<file path="src/logic/cpudbg_map.svh">
/*
  Constants for the opcode subset and debug step block: command bytes,
  opcodes, flag positions, cycle counts.
  Assumes inclusion by bare name from the package and the design files.
*/
`ifndef CPUDBG_MAP_SVH
`define CPUDBG_MAP_SVH

// ==============================
// debug command bytes
`define CMD_STEP      8'h10
`define CMD_STUFF     8'h11
`define CMD_EXEC      8'h12

// ==============================
// opcodes
`define OP_ATOMIC     8'h2F
`define OP_REVERSE    8'hD5
`define OP_BTJ_R      8'hF6
`define OP_BTJ_IR     8'hF7
`define OP_TRAP       8'hF2
`define OP_AND_EXTENDED_OP_ER    8'h58
`define OP_AND_EXTENDED_OP_IM    8'h59
`define OP_XOR_EXTENDED_OP_ER    8'hB8
`define OP_XOR_EXTENDED_OP_IM    8'hB9

// ==============================
// flag bit positions in the flags byte
`define FL_C          7
`define FL_Z          6
`define FL_S          5
`define FL_V          4

// ==============================
// lengths, cycle counts, atomic span and stack decrements
`define LEN_ATOMIC    3'h1
`define LEN_TWO       3'h2
`define LEN_THREE     3'h3
`define LEN_FOUR      3'h4
`define CYC_ATOMIC    3'h2
`define CYC_TWO       3'h2
`define CYC_THREE     3'h3
`define CYC_FOUR      3'h4
`define CYC_TRAP      3'h6
`define ATOMIC_SPAN   2'h3
`define SP_PC_DEC     8'h02
`define SP_FL_DEC     8'h01

`endif

</file>
<file path="src/logic/cpudbg_pkg.sv">
/*
  Types shared by the opcode decoder and the debug front end.
  Assumes the map header is on the include path.
*/
`include "cpudbg_map.svh"
package cpudbg_pkg;
  // gray coded along idle -> load -> exec -> done
  typedef enum logic [2:0] {
    CD_IDLE = 3'b000,
    CD_OPND = 3'b001,
    CD_EXEC = 3'b011,
    CD_DONE = 3'b010,
    CD_CMD  = 3'b110
  } cpudbg_state_t;

  typedef struct packed {
    logic [2:0] len;
    logic [2:0] cyc;
  } cpudbg_shape_t;
endpackage

</file>
<file path="src/logic/cpudbg_alu.sv">
/*
  Combinational result and flag logic for the supported opcodes.
  Assumes operands already fetched; flags byte with C,Z,S,V at the map positions.
*/
`timescale 1ns/10ps
`default_nettype none
`include "cpudbg_map.svh"
module cpudbg_alu
  import cpudbg_pkg::*;
(
  input  wire logic [7:0] op,       // opcode
  input  wire logic [7:0] a,        // destination operand
  input  wire logic [7:0] b,        // source operand
  input  wire logic [7:0] flags_in, // current flags
  output logic      [7:0] result,   // value to write back
  output logic      [7:0] flags_out,// updated flags
  output logic            wr_en     // result must be stored
);
  // ==============================
  // result and flags
  always_comb begin
    result    = a;
    flags_out = flags_in;
    wr_en     = 1'b0;
    case (op)
      `OP_AND_EXTENDED_OP_ER, `OP_AND_EXTENDED_OP_IM: begin
        result = a & b; // RULE_12
        wr_en  = 1'b1;
      end
      `OP_XOR_EXTENDED_OP_ER, `OP_XOR_EXTENDED_OP_IM: begin
        result = a ^ b; // RULE_13
        wr_en  = 1'b1;
      end
      `OP_REVERSE: begin
        for (int i = 0; i < 8; i++) begin
          result[i] = a[7-i]; // RULE_10
        end
        wr_en = 1'b1;
      end
      default: begin
        result = a;
      end
    endcase
    if (wr_en) begin
      // z and s follow the result, v forced clear, the rest untouched; RULE_08
      flags_out[`FL_Z] = (result == 8'h00);
      flags_out[`FL_S] = result[7];
      flags_out[`FL_V] = 1'b0;
      // carry is undefined for reverse: kept as is
    end
  end
endmodule
`default_nettype wire

</file>
<file path="src/logic/cpudbg_core.sv">
/*
  Debug command front end plus decode/execute of a small opcode subset:
  atomic prefix, bit reverse, bit test and jump, trap, extended AND/XOR.
  Assumes command bytes arrive as a strobed byte from the debug pin receiver,
  a program memory and register file that answer in the same cycle.
*/
// What this block does
// RULE_01 - step command runs one instruction at PC
// RULE_02 - stuff: given first byte, then execute it
// RULE_03 - stuffed remaining bytes come from program memory
// RULE_04 - execute command takes whole instruction from host
// RULE_05 - indexed address adds signed 8-bit index
// RULE_06 - trap vector spans whole byte, selects PC source
// RULE_07 - atomic prefix masks interrupts for three instructions
// RULE_08 - flags follow result, unchanged, undefined or forced
// RULE_09 - trap pushes PC, then flags, loads vector
// RULE_10 - bit reverse mirrors byte, clears overflow
// RULE_11 - bit test jump branches on polarity match
// RULE_12 - extended AND writes result, sets Z S
// RULE_13 - extended XOR writes result, sets Z S
`timescale 1ns/10ps
`default_nettype none
`include "cpudbg_map.svh"
module cpudbg_core
  import cpudbg_pkg::*;
#(
  parameter int AW = 16                   // program address width
) (
  input  wire logic          CLK,         // system clock
  input  wire logic          RST,         // sync reset, active high
  input  wire logic          DBG_VALID,   // byte from debug_serial_pin receiver
  input  wire logic [7:0]    DBG_BYTE,    // received byte
  input  wire logic          DEBUG_MODE,  // debug_unit in debug state
  input  wire logic          READ_PROT,   // flash read protection on
  input  wire logic [7:0]    PM_RDATA,    // program memory data
  input  wire logic [7:0]    RF_RDATA,    // register file data at RF_ADDR
  input  wire logic [7:0]    INDEX,       // signed index for indexed mode
  input  wire logic [11:0]   BASE_ADDR,   // base register address
  output logic [AW-1:0]      PM_ADDR,     // program memory address
  output logic [11:0]        RF_ADDR,     // register/data address
  output logic [7:0]         RF_WDATA,    // register write data
  output logic               RF_WE,       // register write strobe
  output logic [11:0]        EA,          // indexed effective address
  output logic [AW-1:0]      PC,          // program counter
  output logic [11:0]        SP,          // stack pointer
  output logic [7:0]         FLAGS,       // flags register
  output logic               IRQ_BLOCK,   // interrupts and DMA blocked
  output logic               BUSY         // instruction in progress
);
  // ==============================
  // helpers
  function automatic cpudbg_shape_t shape(input logic [7:0] op);
    cpudbg_shape_t s;
    s.len = `LEN_TWO;
    s.cyc = `CYC_TWO;
    case (op)
      `OP_ATOMIC: begin
        s.len = `LEN_ATOMIC;
        s.cyc = `CYC_ATOMIC;
      end
      `OP_TRAP: begin
        s.len = `LEN_TWO;
        s.cyc = `CYC_TRAP;
      end
      `OP_BTJ_R: begin
        s.len = `LEN_THREE;
        s.cyc = `CYC_THREE;
      end
      `OP_BTJ_IR: begin
        s.len = `LEN_THREE;
        s.cyc = `CYC_FOUR;
      end
      `OP_AND_EXTENDED_OP_ER, `OP_AND_EXTENDED_OP_IM, `OP_XOR_EXTENDED_OP_ER, `OP_XOR_EXTENDED_OP_IM: begin
        s.len = `LEN_FOUR;
        s.cyc = `CYC_THREE;
      end
      default: begin
        s.len = `LEN_TWO;
        s.cyc = `CYC_TWO;
      end
    endcase
    return s;
  endfunction

  function automatic logic [11:0] idx_addr(input logic [11:0] base, input logic [7:0] ix);
    return base + {{4{ix[7]}}, ix}; // RULE_05
  endfunction

  // operand register address that the result goes back to
  function automatic logic [11:0] dst_addr(input logic [7:0] opc, input logic [7:0] b1,
                                           input logic [7:0] b2);
    case (opc)
      `OP_AND_EXTENDED_OP_ER, `OP_AND_EXTENDED_OP_IM, `OP_XOR_EXTENDED_OP_ER, `OP_XOR_EXTENDED_OP_IM: return {b1[3:0], b2};
      `OP_BTJ_R, `OP_BTJ_IR: return {8'h00, b1[3:0]};
      default: return {4'h0, b1};
    endcase
  endfunction

  // ==============================
  // state
  cpudbg_state_t     st_q, st_d;
  logic [7:0]        cmd_q, cmd_d;
  logic [7:0]        ib_q [0:3];
  logic [7:0]        ib_d [0:3];
  logic [2:0]        cnt_q, cnt_d;
  logic [2:0]        len_q, len_d;
  logic [2:0]        cyc_q, cyc_d;
  logic              host_q, host_d;
  logic [AW-1:0]     pc_q, pc_d, pm_q, pm_d;
  logic [11:0]       sp_q, sp_d, ra_q, ra_d;
  logic [7:0]        fl_q, fl_d, wd_q, wd_d;
  logic              we_q, we_d, busy_q, busy_d;
  logic [1:0]        atm_q, atm_d;
  logic              irq_q, irq_d;
  logic [7:0]        opb_q, opb_d;
  cpudbg_shape_t     shp_byte, shp_pm;
  logic [11:0]       ea_q, ea_d;
  logic [7:0]        alu_res, alu_fl;
  logic              alu_we;
  logic              allowed;
  logic [7:0]        op;
  logic [7:0]        src_bit;
  logic              hit;

  assign allowed = DEBUG_MODE && !READ_PROT; // RULE_01
  assign op      = ib_q[0];
  assign shp_byte = shape(DBG_BYTE);
  assign shp_pm   = shape(PM_RDATA);

  cpudbg_alu cpudbg_alu_inst (
    .op        (op),
    .a         (RF_RDATA),
    .b         ((op == `OP_AND_EXTENDED_OP_ER || op == `OP_XOR_EXTENDED_OP_ER) ? opb_q : ib_q[3]),
    .flags_in  (fl_q),
    .result    (alu_res),
    .flags_out (alu_fl),
    .wr_en     (alu_we)
  );

  // ==============================
  // next state
  always_comb begin
    st_d   = st_q;
    cmd_d  = cmd_q;
    for (int i = 0; i < 4; i++) ib_d[i] = ib_q[i];
    cnt_d  = cnt_q;
    len_d  = len_q;
    cyc_d  = cyc_q;
    host_d = host_q;
    pc_d   = pc_q;
    pm_d   = pm_q;
    sp_d   = sp_q;
    ra_d   = ra_q;
    fl_d   = fl_q;
    wd_d   = wd_q;
    we_d   = 1'b0;
    busy_d = busy_q;
    atm_d  = atm_q;
    opb_d  = opb_q;
    ea_d   = idx_addr(BASE_ADDR, INDEX);
    src_bit = RF_RDATA;
    hit    = 1'b0;
    case (st_q)
      CD_IDLE: begin
        busy_d = 1'b0;
        if (DBG_VALID && allowed) begin
          case (DBG_BYTE)
            `CMD_STEP: begin
              host_d = 1'b0; // RULE_01
              pm_d   = pc_q;
              cnt_d  = 3'h0;
              len_d  = `LEN_ATOMIC;
              busy_d = 1'b1;
              st_d   = CD_OPND;
            end
            `CMD_STUFF, `CMD_EXEC: begin
              cmd_d  = DBG_BYTE;
              busy_d = 1'b1;
              st_d   = CD_CMD;
            end
            default: st_d = CD_IDLE;
          endcase
        end
      end
      CD_CMD: begin
        if (DBG_VALID) begin
          ib_d[0] = DBG_BYTE; // RULE_02
          len_d   = shp_byte.len;
          cnt_d   = 3'h1;
          host_d  = (cmd_q == `CMD_EXEC); // RULE_04
          pm_d    = pc_q + AW'(1); // RULE_03
          st_d    = (shp_byte.len == `LEN_ATOMIC) ? CD_EXEC : CD_OPND;
          cyc_d   = shp_byte.cyc;
        end
      end
      CD_OPND: begin
        // bytes come from the host only for execute; step and stuff read memory
        if (host_q ? DBG_VALID : 1'b1) begin
          ib_d[cnt_q[1:0]] = host_q ? DBG_BYTE : PM_RDATA; // RULE_03 RULE_04
          if (cnt_q == 3'h0) begin
            len_d = shp_pm.len;
            cyc_d = shp_pm.cyc;
          end
          if (!host_q) pm_d = pm_q + AW'(1);
          if ((cnt_q + 3'h1) >= ((cnt_q == 3'h0) ? shp_pm.len : len_q)) begin
            st_d = CD_EXEC;
          end
          cnt_d = cnt_q + 3'h1;
        end
        // built from the bytes seen so far, so it is right once the last lands
        ra_d = dst_addr(ib_d[0], ib_d[1], ib_d[2]);
      end
      CD_EXEC: begin
        // execution cycles counted so timing matches the instruction
        cyc_d = cyc_q - 3'h1;
        // register source: read it first, then point back at the destination
        if (op == `OP_AND_EXTENDED_OP_ER || op == `OP_XOR_EXTENDED_OP_ER) begin
          if (cyc_q == `CYC_THREE) begin
            ra_d = {ib_q[1][7:4], ib_q[3]}; // RULE_12 RULE_13
          end
          if (cyc_q == `CYC_TWO) begin
            opb_d = RF_RDATA;
            ra_d  = dst_addr(op, ib_q[1], ib_q[2]);
          end
        end
        if (cyc_q <= 3'h1) begin
          st_d = CD_DONE;
          if (!host_q || cmd_q == `CMD_STUFF) pc_d = pc_q + AW'(len_q);
          if (atm_q != 2'h0) atm_d = atm_q - 2'h1; // RULE_07
          case (op)
            `OP_ATOMIC: atm_d = `ATOMIC_SPAN; // RULE_07
            `OP_TRAP: begin
              sp_d = sp_q - 12'(`SP_PC_DEC) - 12'(`SP_FL_DEC); // RULE_09
              pc_d = AW'({RF_RDATA, PM_RDATA}); // RULE_06
            end
            `OP_BTJ_R, `OP_BTJ_IR: begin
              src_bit = RF_RDATA >> ib_q[1][6:4];
              hit = (src_bit[0] == ib_q[1][7]); // RULE_11
              if (hit) pc_d = pc_q + AW'(len_q) + AW'({{(AW-8){ib_q[2][7]}}, ib_q[2]});
            end
            default: begin
              if (alu_we) begin
                wd_d = alu_res; // RULE_10 RULE_12 RULE_13
                we_d = 1'b1;
                fl_d = alu_fl; // RULE_08
              end
            end
          endcase
        end else if (op == `OP_TRAP) begin
          // stack writes: PC pair first, flags last
          we_d = 1'b1;
          case (cyc_q)
            3'h6: begin
              ra_d = sp_q - 12'h001;
              wd_d = pc_q[7:0];
            end
            3'h5: begin
              ra_d = sp_q - 12'h002;
              wd_d = 8'(pc_q >> 8);
            end
            3'h4: begin
              ra_d = sp_q - 12'h003;
              wd_d = fl_q;
            end
            default: begin
              // both memories point at the vector before the last cycle reads them
              ra_d = {4'h0, ib_q[1]}; // RULE_06
              pm_d = AW'(ib_q[1]); // RULE_06
              we_d = 1'b0;
            end
          endcase
        end
      end
      CD_DONE: begin
        busy_d = 1'b0;
        st_d   = CD_IDLE;
      end
      default: st_d = CD_IDLE;
    endcase
    irq_d = (atm_d != 2'h0); // RULE_07
  end

  // ==============================
  // registers
  always_ff @(posedge CLK) begin
    if (RST) begin
      st_q   <= CD_IDLE;
      cmd_q  <= 8'h00;
      for (int i = 0; i < 4; i++) ib_q[i] <= 8'h00;
      cnt_q  <= 3'h0;
      len_q  <= 3'h0;
      cyc_q  <= 3'h0;
      host_q <= 1'b0;
      pc_q   <= '0;
      pm_q   <= '0;
      sp_q   <= 12'h000;
      ra_q   <= 12'h000;
      fl_q   <= 8'h00;
      wd_q   <= 8'h00;
      we_q   <= 1'b0;
      busy_q <= 1'b0;
      atm_q  <= 2'h0;
      irq_q  <= 1'b0;
      opb_q  <= 8'h00;
      ea_q   <= 12'h000;
    end else begin
      st_q   <= st_d;
      cmd_q  <= cmd_d;
      for (int i = 0; i < 4; i++) ib_q[i] <= ib_d[i];
      cnt_q  <= cnt_d;
      len_q  <= len_d;
      cyc_q  <= cyc_d;
      host_q <= host_d;
      pc_q   <= pc_d;
      pm_q   <= pm_d;
      sp_q   <= sp_d;
      ra_q   <= ra_d;
      fl_q   <= fl_d;
      wd_q   <= wd_d;
      we_q   <= we_d;
      busy_q <= busy_d;
      atm_q  <= atm_d;
      irq_q  <= irq_d;
      opb_q  <= opb_d;
      ea_q   <= ea_d;
    end
  end

  assign PM_ADDR   = pm_q;
  assign RF_ADDR   = ra_q;
  assign RF_WDATA  = wd_q;
  assign RF_WE     = we_q;
  assign EA        = ea_q;
  assign PC        = pc_q;
  assign SP        = sp_q;
  assign FLAGS     = fl_q;
  assign IRQ_BLOCK = irq_q; // RULE_07
  assign BUSY      = busy_q;

  // ==============================
  // checks
  chk_cmd_ignored: assert property (@(posedge CLK) disable iff (RST)
    (st_q == CD_IDLE && DBG_VALID && !allowed) |=> st_q == CD_IDLE) // RULE_01
    else $error("command accepted while locked");
  chk_stuff_opcode: assert property (@(posedge CLK) disable iff (RST)
    (st_q == CD_CMD && DBG_VALID) |=> ib_q[0] == $past(DBG_BYTE)) // RULE_02
    else $error("stuffed opcode not captured");
  chk_exec_src: assert property (@(posedge CLK) disable iff (RST)
    (st_q == CD_CMD && DBG_VALID) |=> host_q == ($past(cmd_q) == `CMD_EXEC)) // RULE_03
    else $error("operand source wrong");
  chk_atomic_blk: assert property (@(posedge CLK) disable iff (RST)
    (st_q == CD_EXEC && cyc_q <= 3'h1 && op == `OP_ATOMIC) |=> IRQ_BLOCK && atm_q == 2'h3) // RULE_07
    else $error("atomic span not loaded");
  chk_trap_sp: assert property (@(posedge CLK) disable iff (RST)
    (st_q == CD_EXEC && cyc_q <= 3'h1 && op == `OP_TRAP) |=> SP == $past(SP) - 12'h003) // RULE_09
    else $error("trap stack adjust wrong");
  chk_flag_v: assert property (@(posedge CLK) disable iff (RST)
    (st_q == CD_EXEC && cyc_q <= 3'h1 && alu_we && op != `OP_TRAP && op != `OP_ATOMIC)
    |=> !FLAGS[`FL_V] && RF_WE) // RULE_08
    else $error("overflow not cleared");
  chk_idx_ea: assert property (@(posedge CLK) disable iff (RST)
    1'b1 |=> EA == $past(BASE_ADDR) + {{4{$past(INDEX[7])}}, $past(INDEX)}) // RULE_05
    else $error("indexed address wrong");
  chk_done_idle: assert property (@(posedge CLK) disable iff (RST)
    st_q == CD_DONE |=> st_q == CD_IDLE ##0 !BUSY) // RULE_04
    else $error("done not followed by idle");
  cov_step: cover property (@(posedge CLK) st_q == CD_IDLE && DBG_VALID && allowed && DBG_BYTE == `CMD_STEP);
  cov_stuff: cover property (@(posedge CLK) st_q == CD_CMD && cmd_q == `CMD_STUFF && DBG_VALID);
  cov_trap: cover property (@(posedge CLK) st_q == CD_EXEC && op == `OP_TRAP);
endmodule
`default_nettype wire

</file>
<file path="config.mk">
export PLATFORM = sky130hd
export DESIGN_NAME = cpudbg_core
export DESIGN_NICKNAME = d
export VERILOG_FILES = /design/src/logic/cpudbg_pkg.sv /design/src/logic/cpudbg_alu.sv /design/src/logic/cpudbg_core.sv
export VERILOG_INCLUDE_DIRS = /design/src /design/src/logic
export SDC_FILE = /design/constraint.sdc
export NUM_CORES = 1
export LEC_CHECK = 0
export BUFFER_PORTS_ARGS = -buffer_cell sky130_fd_sc_hd__buf_4
export CORE_UTILIZATION = 40
export DETAILED_ROUTE_END_ITERATION = 10
export HOLD_SLACK_MARGIN = 0.08
export PLACE_DENSITY = 0.68
export SYNTH_ARGS = -nofsm -noshare
export SYNTH_HDL_FRONTEND = slang
export SYNTH_HIERARCHICAL = 1
export SYNTH_SLANG_ARGS = --single-unit
</file>
<file path="constraint.sdc">
create_clock -name CLK -period 3.4 [get_ports CLK]
set_clock_uncertainty 0.15 [all_clocks]
set_input_delay 0.34 -clock CLK [delete_from_list [all_inputs] [get_ports CLK]]
set_output_delay 0.34 -clock CLK [all_outputs]
set_load 0.03 [all_outputs]
</file>
Word-level counts from Yosys, hierarchy flattened
Memories as Yosys holds them, arrays and structs flattened.
Index checks and enable logic that the tools add are counted.

storage, ports and cells
  memories = 1
  bits in writable memories = 32
  register bits = 112
  input port bits = 49
  output and inout bits = 87

operators by class
  bitwise logic cells = 9
  $lt $le $gt $ge = 4
  mux-type cells = 87
  eq/ne operators = 60
  reduce and logical (&&, ||, !) cells = 45
  shift-type cells = 1
  add/sub/neg operators = 12

memories
  memory  words  width  read ports  clocked after Yosys merged registers in  wr ports  line                RTL
  ib_q    4      8      4           0                                        4         cpudbg_core.sv:103  logic [7:0] ib_q [0:3];

operators by type and width
  operator                                                               count
  8-bit == test (second input constant)                                  20
  16-bit two-way mux                                                     10
  8-bit two-way mux                                                      12
  12-bit case mux with 2 select lines                                    3
  8-bit by 7-bit == test with 1-bit output (second input constant)       8
  32-bit two-way mux                                                     2
  16-bit case mux with 4 select lines                                    1
  12-bit two-way mux                                                     5
  6-bit case mux with 5 select lines                                     2
  3-bit two-way mux                                                      17
  8-bit case mux with 3 select lines                                     2
  8-bit by 5-bit == test with 1-bit output (second input constant)       5
  12-bit case mux with 3 select lines                                    1
  16-bit by 1-bit adder with 16-bit output (second input constant)       2
  32-bit bitwise mux                                                     1
  16-bit case mux with 2 select lines                                    1
  3-bit case mux with 3 select lines                                     3
  8-bit by 6-bit == test with 1-bit output (second input constant)       3
  24-bit two-way mux                                                     1
  2-bit inequality test (second input constant)                          12
  12-bit by 1-bit subtractor with 12-bit output (second input constant)  2
  12-bit by 2-bit subtractor with 12-bit output (second input constant)  2
  4-bit OR reduction                                                     5
  16-bit adder                                                           1
  43 further kinds                                                       97

Longest topological paths before layout
  depth after elaboration = 12
  mapped depth = 16
  gate-level depth less buffers = 14

By module
The synthesis kept the hierarchy.

modules (own cells, without submodules)
  module       cells an instance  instances  area each (um2)
  cpudbg_core  1471               1          11140.7
  cpudbg_alu   60                 1          494.2

Worst setup path before layout
Ideal clock, no wire load.

  path kind = reg2reg
  start = register pc_q[1], in the netlist PC[1]
  end = register pc_q[14], in the netlist PC[14]
  arrival = 3415 ps
  stages on the path, launching flop included = 16
  path buffers = 1
  slack = -244 ps
  cell sequence = dfxtp_1 > ha_1 > a21o_1 > a32o_1 > clkbuf_1 > nand3_1 > nor2_1 > xor2_1 > ha_1 > nand2_1 > o21ai_0 > or4_1 > a31o_2 > a221oi_1 > nand4_1 > o211ai_1

between the ends
  longest elaborated chain between the ends = 4
  elaborated cells between the ends (all ways) = 5
  classes of those cells = 2 x add/sub; 3 x mux

ends and longest elaborated chain
  element                                                    line                                    RTL
  start: declaration                                         cpudbg_core.sv:109                      logic [AW-1:0] pc_q, pc_d, pm_q, pm_d;
  start signal: assignment                                   cpudbg_core.sv:314                      pc_q <= pc_d;
  16-bit by 3-bit adder with 16-bit output *                 cpudbg_core.sv:228, cpudbg_core.sv:239
  16-bit adder / 16-bit two-way mux (equally long branches)  cpudbg_core.sv:239, cpudbg_core.sv:228
  16-bit two-way mux                                         cpudbg_core.sv:239                      if (hit) pc_d = pc_q + AW'(len_q) + AW'({{(AW-8){ib_q[2][7]}}, ib_q[2]});
  16-bit case mux with 2 select lines *                      cpudbg_core.sv:230                      case (op)

Every way passes the cells marked *; elsewhere a longest branch is shown, timed or not.
A chain may end at the register's enable or synchronous reset.

Worst setup path in the final report
  start = register len_q[0]
  end = register pc_q[14], in the netlist PC[14]

between the ends
  longest elaborated chain between the ends = 4
  elaborated cells between the ends (all ways) = 5
  classes of those cells = 2 x add/sub; 3 x mux

ends and longest elaborated chain
  element                                                    line                                    RTL
  start: declaration                                         cpudbg_core.sv:106                      logic [2:0] len_q, len_d;
  start signal: assignment                                   cpudbg_core.sv:311                      len_q <= len_d;
  16-bit by 3-bit adder with 16-bit output *                 cpudbg_core.sv:228, cpudbg_core.sv:239
  16-bit adder / 16-bit two-way mux (equally long branches)  cpudbg_core.sv:239, cpudbg_core.sv:228
  16-bit two-way mux                                         cpudbg_core.sv:239
  16-bit case mux with 2 select lines *                      cpudbg_core.sv:230

Marked as above.

==> results.yml <==
outcome:
  status: "finished clean"
sta:
  setup_viol: 0
  min_period_ns: 3.30
  worstMarginPinSlew_ns: 0.904
  fmax_ghz: 0.303
  slew_violations: 0
  maxSlewHeadroom: 0.395
  final-hold-violation-count: 0
  worst_slack_ns: 0.0986
  min_period_over_period: 0.971
  whs_ns: 0.0938
  rsz0062_at_grt: "yes"
logic_synthesis:
  yosys_register_bits: 150
  synth_warnings: 6
  yosysMostFrequentCell: "nor2_1"
  synth_cell_type_count: 87
  synthArstFlopShare: 0
  synth-main-ff-cell: "dfxtp_1"
  synth-seq-area-share: 0.258
  synthCells: 1531
  synthTopCellsByCount: "188 x nor2_1, 165 x nand2_1, 150 x dfxtp_1"
  avgSynthCellArea_um2: 7.60
  synth_area_leaders: "dfxtp_1 26%, ha_1 6.1%, nor2_1 6.1%"
  synth_nets: 1641
  synth.top_cell.area_share: 0.258
  synth_top_area_cell: "dfxtp_1"
  syn_area_um2: 11600
  synth_edf_count: 0
critical_path:
  cp-end-kind: "register"
  crit_fanout: 4
  path_class: "reg -> reg"
  worst_ep_arrival_time_ns: 3.50
  ff2ff_path_depth: 14
  crit_required_ns: 3.60
  startpoint_type: "register"
global_route:
  grt_max_degree: 44
  grt_pass1_wl_mm: 63.6
  grt.total_usage: 0.266
  grt_overflow_total: 0
  grt_antenna_before_repair: 0
  grt_pass1_vias: 11521
floorplan:
  coreArea_um2: 28600
  pin_count: 136
  fp.dieW_um: 173
  die_y_um: 173
  rows: 62
  die_area_um2: 29800
  initial_core_util: 0.406
clocking:
  cts_num_sinks: 150
  clock_path_buffers: 2
  cts_root_buf: "clkbuf_16"
  clock_latency_ns: 0.43
  cts_tree: "done"
  cts_buffers: 17
  htreeDepth: 4
  clk_pin_slew_worst_paths_ns: 0.07
route:
  drt_first_pass_iters: 6
  vias_per_cell: 6.04
  wire_per_inst_um: 19.5
  totalWireLength_mm: 40.1
  drt_first_iter_violations: 1261
  ant_nets: 0
  vias: 12409
  route.detailed.drc: 0
final_layout:
  seq_area_um2: 3020
  fin_nets: 1770
  fill_cells: 2811
  multi_input_area_um2: 8150
  layout.cells.non_filler: 2056
  diodes: 0
  drive_above_1_share: 0.189
  area_growth_pct: 21.3
  final_util: 0.493
place:
  finalWeightedCongestion: 0.931
  dp_cells: 2014
  io_buffers: 135
  post-dp-hpwl_mm: 30.0
  place_ws_ns: -0.165
power:
  p_leak_nw: 5.67
  p_per_area_nw_per_um2: 290
  ir_drop_v: 0.000329
worst_hold_path:
  holdCritPathClass: "in -> reg"
  min_path_cells: 3
flow_run:
  drv_cap: 0
[per-layer routing]
| metal | vias to the layer above | global-route usage | share of wire |
|---|---|---|---|
| met3 | 75 | 0.0479 | 0.081 |
| met2 | 533 | 0.408 | 0.44 |
| met1 | 5941 | 0.370 | 0.45 |
| li1 | 5860 | - | - |
| met5 | - | 0 | 0 |
| met4 | 0 | 0.0967 | 0.029 |
[where the power goes]
part | internal, mW | switching (mW)
clock | 1.15 | 0.809
combinational | 0.143 | 0.210
sequential | 1.77 | 0.00588
total | 3.07 | 1.03
[cell usage in the layout, fill, tap and decap left out, types with 32 or more instances in the layout]
cell type  netlist  layout
dfxtp_1        150     142
o21ai_0         75      72
mux2i_1         38      38
inv_1           32      32
xor2_1          39      39
xnor2_1         46      43
nand2_1        165     164
nor2_1         188     187
nor3_1          33      32
a211oi_1        57      54
ha_1            57      54
nand3_1         45      45
a21oi_1         88      85
buf_4            7     221
[cells by family after synthesis]
| family | Yosys count | synth area share |
|---|---|---|
| XOR/XNOR | 85 | 0.0640 |
| adder cells (fa/ha/maj) | 63 | 0.0699 |
| buffers and inverters | 154 | 0.0536 |
| flip-flops | 150 | 0.258 |
| AND/OR/NAND/NOR | 588 | 0.246 |
| multiplexers | 53 | 0.0491 |
| AO/OA/AOI/OAI | 438 | 0.260 |
[state kept, by name (all words and copies together), names as in the netlist, 12 cells and up, named ones only]
signal / cells
ib_q: 24
PC: 16
PM_ADDR: 16
EA: 12
RF_ADDR: 12
SP: 12
[path summary, 6_finish.rpt]
path          startpoint        to  slack, ns
max             len_q[0]    PC[14]        0.1
min          RF_RDATA[0]  opb_q[0]       0.09
max reg2reg     len_q[0]    PC[14]        0.1
min reg2reg     cmd_q[5]  cmd_q[5]       0.30
[timing repair]
item | in CTS | in global routing
gates resized for setup | 2 | 33
hold endpoints to repair | 8 | 0
pin swaps | 0 | 15
setup buffers | 0 | 3
setup endpoints to repair | 3 | 14
hold buffers | 8 | 0
[final cells by class]
cell class,count,share of cell area
multi-input combinational,1227,0.577
sequential,150,0.214
timing repair buffer,230,0.124
tap,384,0.0340
clock buffer,20,0.0309
clock inverter,11,0.0109
inverter,34,0.00904
[worst max-delay path: stages, from the launching register on]
cell and delay (ns):
dfxtp_2 0.33, ha_4 0.17, fa_2 0.42, a21oi_4 0.20
buf_4 0.15, nor3_4 0.05, xor2_1 0.17, ha_1 0.31
nand2_1 0.06, o21ai_1 0.08, or4_1 0.41, a31o_4 0.24
a221oi_2 0.27, nand4_1 0.12, o211ai_1 0.10
[stage by stage]
step | setup TNS (ns) | area [um2] | power, mW
finish | 0 | 14100 | 4.10
global placement | -0.00259 | 13300 | 2.16
CTS | 0 | 14000 | 4.12
floorplan | -0.0344 | 11600 | 2.01
detailed placement | -0.277 | 13300 | 2.16
global route | -0.115 | 14100 | 4.23
(Power assumes the default switching activity.)
